--- src/hdl/pcgpio_pkg.sv ---
// Purpose: constants shared by the pin configuration block
// Assumes: byte-wide register port of the host interface
// Notes:   offsets are the register addresses
package pcgpio_pkg;
   localparam int unsigned PCG_NPINS        = 8;
   localparam logic [6:0]  PCG_ADDR_PIN_EN  = 7'h44;
   localparam logic [6:0]  PCG_ADDR_PIN_OUT = 7'h45;
   localparam logic [6:0]  PCG_ADDR_PIN_IN  = 7'h46;
   localparam logic [6:0]  PCG_ADDR_SIGSEL  = 7'h47;
   localparam logic [7:0]  PCG_RST_BYTE     = 8'h00;
   localparam int unsigned PCG_BIT_SIGNAL_INPUT_PIN    = 7;
   localparam int unsigned PCG_BIT_CLOCK_OUTPUT_PIN   = 6;
   localparam int unsigned PCG_BIT_FAST     = 7;
   localparam int unsigned PCG_SCAN_LSB     = 0;
   localparam int unsigned PCG_SCAN_MSB     = 3;
   localparam logic [3:0]  PCG_SCAN_MASK    = 4'hF;
   localparam logic [7:0]  PCG_SIGSEL_WMASK = 8'h8F;
   typedef enum logic [3:0] {
      PCG_SRC_HIZ0   = 4'h0,
      PCG_SRC_HIZ1   = 4'h1,
      PCG_SRC_LOW    = 4'h2,
      PCG_SRC_HIGH   = 4'h3,
      PCG_SRC_TXENV  = 4'h4,
      PCG_SRC_TXACT  = 4'h5,
      PCG_SRC_SECMOD = 4'h6,
      PCG_SRC_RXENV  = 4'h7,
      PCG_SRC_RXACT  = 4'h8,
      PCG_SRC_RXBIT  = 4'h9
   } pcg_src_t;
endpackage

--- src/hdl/pcgpio_sync_if.sv ---
// Purpose: carries raw and synchronised pin levels between modules
// Assumes: one clock
// Notes:   none
`timescale 1ns/1ns
interface pcgpio_sync_if;
   logic [7:0] raw;
   logic [7:0] sync;
   modport syncer (input raw, output sync);
   modport user   (output raw, input sync);
endinterface // pcgpio_sync_if

--- src/hdl/pcgpio_sync.sv ---
// Purpose: two-flop synchroniser for pin input buffers
// Assumes: pins are asynchronous to clk_i
// Notes:   first stage read only by the second
`timescale 1ns/1ns
module pcgpio_sync (
   input  wire logic    clk_i,
   input  wire logic    rstn_i,
   pcgpio_sync_if.syncer sif
);
   import pcgpio_pkg::*;
   typedef struct packed {
      logic [7:0] meta;
      logic [7:0] stab;
   } pcg_sync_st_t;
   pcg_sync_st_t st_ff, nxt_st;
   always_comb begin
      nxt_st      = st_ff;
      nxt_st.meta = sif.raw;
      nxt_st.stab = st_ff.meta;
   end
   always_ff @(posedge clk_i) begin
      if (!rstn_i) begin
         st_ff <= '0;
      end else begin
         st_ff <= nxt_st;
      end
   end
   assign sif.sync = st_ff.stab;
endmodule // pcgpio_sync

--- src/hdl/pcgpio_top.sv ---
// Purpose: pin configuration and signal-output routing
// Assumes: byte register port, synchronous active-low reset
// Notes:   register values reset to zero
// How it works
// RULE1 - enable bit 7 drives signal input pin
// RULE2 - enable bit 6 replaces clock output
// RULE3 - bits 5,4 drive interface select pins
// RULE4 - bits 3..0 drive scan pins TCK..TDO
// RULE5 - scan strap ignores scan enable bits
// RULE6 - output register holds driven pin levels
// RULE7 - input register returns synchronised pin levels
// RULE8 - select bit 7 sets fast pads
// RULE9 - codes 0,1 hi-z, 2 low, 3 high
// RULE10 - codes 4,5,6 route tx and secure
// RULE11 - code 7 routes receive envelope
// RULE12 - code 8 rx active, 9 rx bits
// RULE13 - codes above 9 leave pin hi-z
// RULE14 - cleared enable keeps driver off, except bit 6 drives clock
`timescale 1ns/1ns
module pcgpio_top (
   input  wire logic       clk_i,
   input  wire logic       rstn_i,
   input  wire logic [6:0] reg_addr_i,
   input  wire logic       reg_wr_i,
   input  wire logic [7:0] reg_wdata_i,
   output logic      [7:0] reg_rdata_o,
   input  wire logic       scan_active_i,
   input  wire logic       clock_func_i,
   input  wire logic       tx_envelope_i,
   input  wire logic       tx_active_i,
   input  wire logic       secure_module_generic_signal_i,
   input  wire logic       rx_envelope_i,
   input  wire logic       rx_active_i,
   input  wire logic       rx_bit_i,
   input  wire logic [7:0] pin_in_i,
   output logic      [7:0] pin_out_o,
   output logic      [7:0] pin_oe_o,
   output logic            scan_owns_pins_o,
   output logic            signal_output_pin_o,
   output logic            signal_output_pin_oe_o,
   output logic            fast_pad_mode_o
);
   import pcgpio_pkg::*;
   typedef struct packed {
      logic [7:0] pin_output_enable;
      logic [7:0] pin_output_value;
      logic [7:0] signal_output_select;
      logic       scan_strap;
      logic       strap_taken;
      logic [7:0] rdata;
      logic       sig_val;
      logic       sig_oe;
   } pcg_st_t;
   pcg_st_t st_ff, nxt_st;
   pcgpio_sync_if sif ();
   logic [7:0] eff_en;
   logic [3:0] src;
   assign sif.raw = pin_in_i;
   pcgpio_sync u_sync (
      .clk_i  (clk_i),
      .rstn_i (rstn_i),
      .sif    (sif.syncer)
   );
   always_comb begin
      // strap level caught once after reset release, a clocked capture
      eff_en = st_ff.pin_output_enable;
      if (st_ff.scan_strap) begin
         eff_en[PCG_SCAN_MSB:PCG_SCAN_LSB] = '0; // RULE5
      end
   end
   always_comb begin
      nxt_st = st_ff;
      src    = '0;
      if (!st_ff.strap_taken) begin
         nxt_st.scan_strap  = scan_active_i;
         nxt_st.strap_taken = 1'b1;
      end
      if (reg_wr_i) begin
         case (reg_addr_i)
            PCG_ADDR_PIN_EN:  nxt_st.pin_output_enable = reg_wdata_i;
            PCG_ADDR_PIN_OUT: nxt_st.pin_output_value = reg_wdata_i; // RULE6
            // reserved bits 6..4 dropped, they read as zero
            PCG_ADDR_SIGSEL:  nxt_st.signal_output_select = reg_wdata_i & PCG_SIGSEL_WMASK;
            default: ;
         endcase
      end
      case (reg_addr_i)
         PCG_ADDR_PIN_EN:  nxt_st.rdata = st_ff.pin_output_enable;
         PCG_ADDR_PIN_OUT: nxt_st.rdata = st_ff.pin_output_value;
         PCG_ADDR_PIN_IN:  nxt_st.rdata = sif.sync; // RULE7
         PCG_ADDR_SIGSEL:  nxt_st.rdata = st_ff.signal_output_select;
         default:          nxt_st.rdata = PCG_RST_BYTE;
      endcase
      src = st_ff.signal_output_select[3:0];
      case (pcg_src_t'(src))
         PCG_SRC_HIZ0, PCG_SRC_HIZ1: begin
            nxt_st.sig_oe  = 1'b0; // RULE9
            nxt_st.sig_val = 1'b0;
         end
         PCG_SRC_LOW: begin
            nxt_st.sig_oe  = 1'b1; // RULE9
            nxt_st.sig_val = 1'b0;
         end
         PCG_SRC_HIGH: begin
            nxt_st.sig_oe  = 1'b1; // RULE9
            nxt_st.sig_val = 1'b1;
         end
         PCG_SRC_TXENV: begin
            nxt_st.sig_oe  = 1'b1; // RULE10
            nxt_st.sig_val = tx_envelope_i;
         end
         PCG_SRC_TXACT: begin
            nxt_st.sig_oe  = 1'b1; // RULE10
            nxt_st.sig_val = tx_active_i;
         end
         PCG_SRC_SECMOD: begin
            nxt_st.sig_oe  = 1'b1; // RULE10
            nxt_st.sig_val = secure_module_generic_signal_i;
         end
         PCG_SRC_RXENV: begin
            // meaningful only for the 106 kBd type A protocol
            nxt_st.sig_oe  = 1'b1; // RULE11
            nxt_st.sig_val = rx_envelope_i;
         end
         PCG_SRC_RXACT: begin
            nxt_st.sig_oe  = 1'b1; // RULE12
            nxt_st.sig_val = rx_active_i;
         end
         PCG_SRC_RXBIT: begin
            nxt_st.sig_oe  = 1'b1; // RULE12
            nxt_st.sig_val = rx_bit_i;
         end
         default: begin
            nxt_st.sig_oe  = 1'b0; // RULE13
            nxt_st.sig_val = 1'b0;
         end
      endcase
   end
   always_ff @(posedge clk_i) begin
      if (!rstn_i) begin
         st_ff <= '0;
      end else begin
         st_ff <= nxt_st;
      end
   end
   always_comb begin
      pin_oe_o  = eff_en; // RULE1 RULE3 RULE4 RULE14
      pin_out_o = st_ff.pin_output_value & eff_en; // RULE14
      // clock function only while the pin is not taken for i/o
      if (!eff_en[PCG_BIT_CLOCK_OUTPUT_PIN]) begin
         pin_oe_o[PCG_BIT_CLOCK_OUTPUT_PIN]  = 1'b1; // RULE2
         pin_out_o[PCG_BIT_CLOCK_OUTPUT_PIN] = clock_func_i;
      end
   end
   assign reg_rdata_o            = st_ff.rdata;
   assign scan_owns_pins_o       = st_ff.scan_strap; // RULE5
   assign signal_output_pin_o    = st_ff.sig_val;
   assign signal_output_pin_oe_o = st_ff.sig_oe;
   assign fast_pad_mode_o        = st_ff.signal_output_select[PCG_BIT_FAST]; // RULE8
endmodule // pcgpio_top

--- config.mk ---
export PLATFORM = sky130hd
export DESIGN_NAME = pcgpio_top
export DESIGN_NICKNAME = d
export VERILOG_FILES = /design/src/hdl/pcgpio_pkg.sv /design/src/hdl/pcgpio_sync_if.sv /design/src/hdl/pcgpio_sync.sv /design/src/hdl/pcgpio_top.sv
export SDC_FILE = /design/constraint.sdc
export NUM_CORES = 1
export LEC_CHECK = 0
export BUFFER_PORTS_ARGS = -buffer_cell sky130_fd_sc_hd__buf_2
export CAP_MARGIN = 20
export CORE_ASPECT_RATIO = 0.75
export CORE_MARGIN = 2
export CORE_UTILIZATION = 52
export CTS_BUF_LIST = sky130_fd_sc_hd__clkbuf_4
export CTS_CLUSTER_DIAMETER = 120
export DETAILED_ROUTE_END_ITERATION = 8
export PLACE_DENSITY = 0.8
export SYNTH_ARGS = -nofsm -noshare
export SYNTH_HDL_FRONTEND = slang
export SYNTH_SLANG_ARGS = --single-unit
--- constraint.sdc ---
create_clock -name clk_i -period 1.34 [get_ports clk_i]
set_input_delay 0 -clock clk_i [delete_from_list [all_inputs] [get_ports clk_i]]
set_output_delay 0 -clock clk_i [all_outputs]
set_load 0.1 [all_outputs]
==> flow_summary.toml <==
[critical_path]
slowest_stage = "dfxtp_2"
startpoint = "eff_en[6]"
criticalPathCategory = "reg2out"
cp-endpoint = "pin_out_o[6]"
worstPathRequired_ns = 1.34
r2r-start = "src[0]"
timing.reg2reg.setup_slack_ns = 0.15
crit_fanout = 3
cp.depth = 2
critical_path_arrival_ns = 1.27
r2r_end = "signal_output_pin_o"
crit_family = "flip-flops"
end_kind = "output port"
crit_chain = "mux2_2, buf_6"
path_buf_inv = 1
start_kind = "register"
cpPeakStageDelay_ns = 0.37
worstRegToRegCells = 3

[clock_network]
postCtsSetupBuffers = 0
clockRootBuffer = "clkbuf_4"
numCtsBuffers = 5
clk_latency_ns = 0.36
h-tree-depth = 2
clockBufferDepth = 2
clkTransAtPathRegs_ns = 0.13
tritoncts = "done"
clkSinkCount = 49

[grt]
grt_pass1_wl_microns = 7470
grt_max_degree = 22
use_met2_pct = 33.7
grt_remaining_overflow = 0
track_usage_pct = 21.5
use_met3_pct = 4.88
grt-busiest-layer = "met2"
grt_pass1_vias = 1574
grt_util_met1_pct = 29.1
antenna_found_initial = 0

[die]
die-area_sq_mm = 0.00466
rows = 20
core-area_sq_mm = 0.00400
die_h_microns = 59.6
pin_count = 62
dieWidth_microns = 78.2
start_util_pct = 53.6

[placement]
io_buffers = 60
gp_congestion = 0.827
place_ws_ns = 0.156
dpl.hpwl_microns = 3230

[power_and_ir_drop]
power_leakage_uw = 0.00114
powerDensity_mw_per_mm2 = 952
vdd_drop_max_v = 0.000664

[synth]
synth-seq-cells = 49
synthMuxAreaShare_pct = 8.58
syn_nets = 247
synth_area_sq_mm = 0.00214
synth_top_family_by_area = "simple AND/OR/NAND/NOR gates"
synth_xor_area_share_pct = 0
yosys.area_share.simple_pct = 21.6
ys_warn_count = 0
avgSynthCellArea_sq_um = 10.1
synthAdderAreaFrac_pct = 0
synth_compound_area_share_pct = 14.6
ys_seq_area_share_pct = 45.7
ys_types = 32
netlist_instances = 213

[route]
drc = 0
finalWirelength_microns = 4770
viasPerCell = 5.39
vias = 1805
drt-pass1-iter-count = 4
antenna_left = 0
drt-wirelength-per-cell_microns = 14.2
drt_iter0_markers = 218

[timing]
min_period_ns = 1.27
fin_skew_ns = 0.00612
finalCritPeriodShare_pct = 94.6
tns_ns = 0
grt_setup_unrepaired = "false"
timing.fmax_mhz = 789
slew_violations = 0
setup_viol = 0
hold_viol = 0
fin_ws_ns = 0.0730

[final_layout]
seq_area_sq_um = 985
multi_input_area_sq_um = 971
syn_to_final_growth_pct = 28.1
fin_nets = 313
fill_cells = 325
drive_gt1_share_pct = 33.2
antenna_cells = 0

[run_status]
status = "complete, no violations"

[run]
max-cap-violations = 0

[hold_path]
hp-class = "in2reg"
==> how the worst min path moves through the flow <==
stage / startpoint / endpoint / slack [ns] / cells after the start
3_5_place_dp: pin_in_i[3] / u_sync.nxt_st[3] / 0.21 / 2
4_1_cts: reg_wr_i / st_ff[20] / 0.08 / 4
5_1_grt: secure_module_generic_signal_i / signal_output_pin_o / 0.1 / 4
3_3_place_gp: pin_in_i[7] / u_sync.nxt_st[7] / 0.20 / 2
6_report: reg_wr_i / st_ff[20] / 0.1 / 4
2_1_floorplan: rstn_i / st_ff[10] / 0.03 / 0
==> worst min-delay path, cell delays in order <==
cell	delay [ns]
buf_2	0.12
nand4b_1	0.10
o21ai_0	0.07
a21boi_1	0.13
==> report_power, final <==
group	internal (uW)	switching, uW	leakage (uW)
registers	1480	13.5	0.000400
clock network	409	433	0.0000433
logic	132	141	0.000699
==> stage by stage <==
stage	cell area [sq um]	hold slack (ns)	power (uW)	std cells	util (%)
6_report	2750	0.0974	2610	335	68.6
5_1_grt	2750	0.0952	2720	335	68.6
4_1_cts	2730	0.0849	2630	335	68.2
3_5_place_dp	2460	0.208	1760	309	61.4
3_3_place_gp	2460	0.204	1750	309	61.4
2_1_floorplan	2150	0.0277	1670	213	-
==> cells in the mapped netlist <==
cell type	n	area share, %
buf_1	1	0.17
nand4_1	1	0.29
and4b_1	1	0.47
or3_1	1	0.29
a21boi_1	21	7.4
and4_1	1	0.41
buf_6	3	1.6
o311ai_0	1	0.41
mux2_2	1	0.53
buf_2	4	0.93
nand4b_1	1	0.41
a2bb2oi_1	3	1.2
clkbuf_1	5	0.88
buf_4	16	5.6
nand3_1	22	5.1
or4b_4	1	0.64
conb_1	1	0.17
nor4b_2	1	0.70
and2_1	23	6.7
inv_1	1	0.17
mux2i_1	6	2.8
o21ai_1	20	4.7
o311a_1	1	0.47
nor4bb_1	1	0.47
nor2b_1	12	3.5
and3_1	1	0.29
nand4bb_1	2	1.1
nor3b_1	2	0.70
o21ai_0	2	0.47
mux4_2	5	5.3
nor2_1	3	0.53
dfxtp_1	49	46
==> timing repair <==
item,in CTS,in global routing
gates resized for setup,4,7
hold buffers,18,0
setup endpoints to repair,3,7
hold endpoints to repair,31,0
==> cell families after synthesis <==
family	Yosys count
multiplexers	12
other	1
AND/OR/NAND/NOR	73
buffers and inverters	30
AO/OA/AOI/OAI	48
flip-flops	49
==> sequential cells by signal, summed over array words and instances, names as in the netlist, 3 cells and up <==
register / flops
st_ff: 13
reg_rdata_o: 8
u_sync.nxt_st: 8
u_sync.sif.sync: 8
src: 4
pin_oe_o: 3
==> layer usage <==
layer	up-vias	part of all wire, %	wire, microns
met5	-	0	0
met1	861	44	2100
met4	0	1.3	61
met2	65	47	2240
li1	872	-	-
met3	7	7.5	359
==> cell type report <==
type | count | share of cell area, %
clock buffer | 6 | 1.64
clock inverter | 2 | 1.23
inverter | 1 | 0.137
multi-input combinational | 134 | 35.4
sequential | 49 | 35.9
tap | 55 | 2.51
timing repair buffer | 88 | 23.3
==> cells in the final DEF (no fill, tap or decap), types with 2 or more instances in the layout <==
master and instances:
and2_1 19, mux2i_1 6, nor2_1 3, o21ai_1 20, buf_12 4, mux4_2 5, o21ai_0 2, dfxtp_1 46
nor3b_1 2, and2_2 4, dfxtp_2 3, nand3_1 22, nor2b_1 11, a21boi_1 21, clkbuf_4 11, buf_4 12
a2bb2oi_1 3, dlygate4sd3_1 18, buf_2 48, nand4bb_1 2
Note: power is estimated with default switching activity, not from simulation.
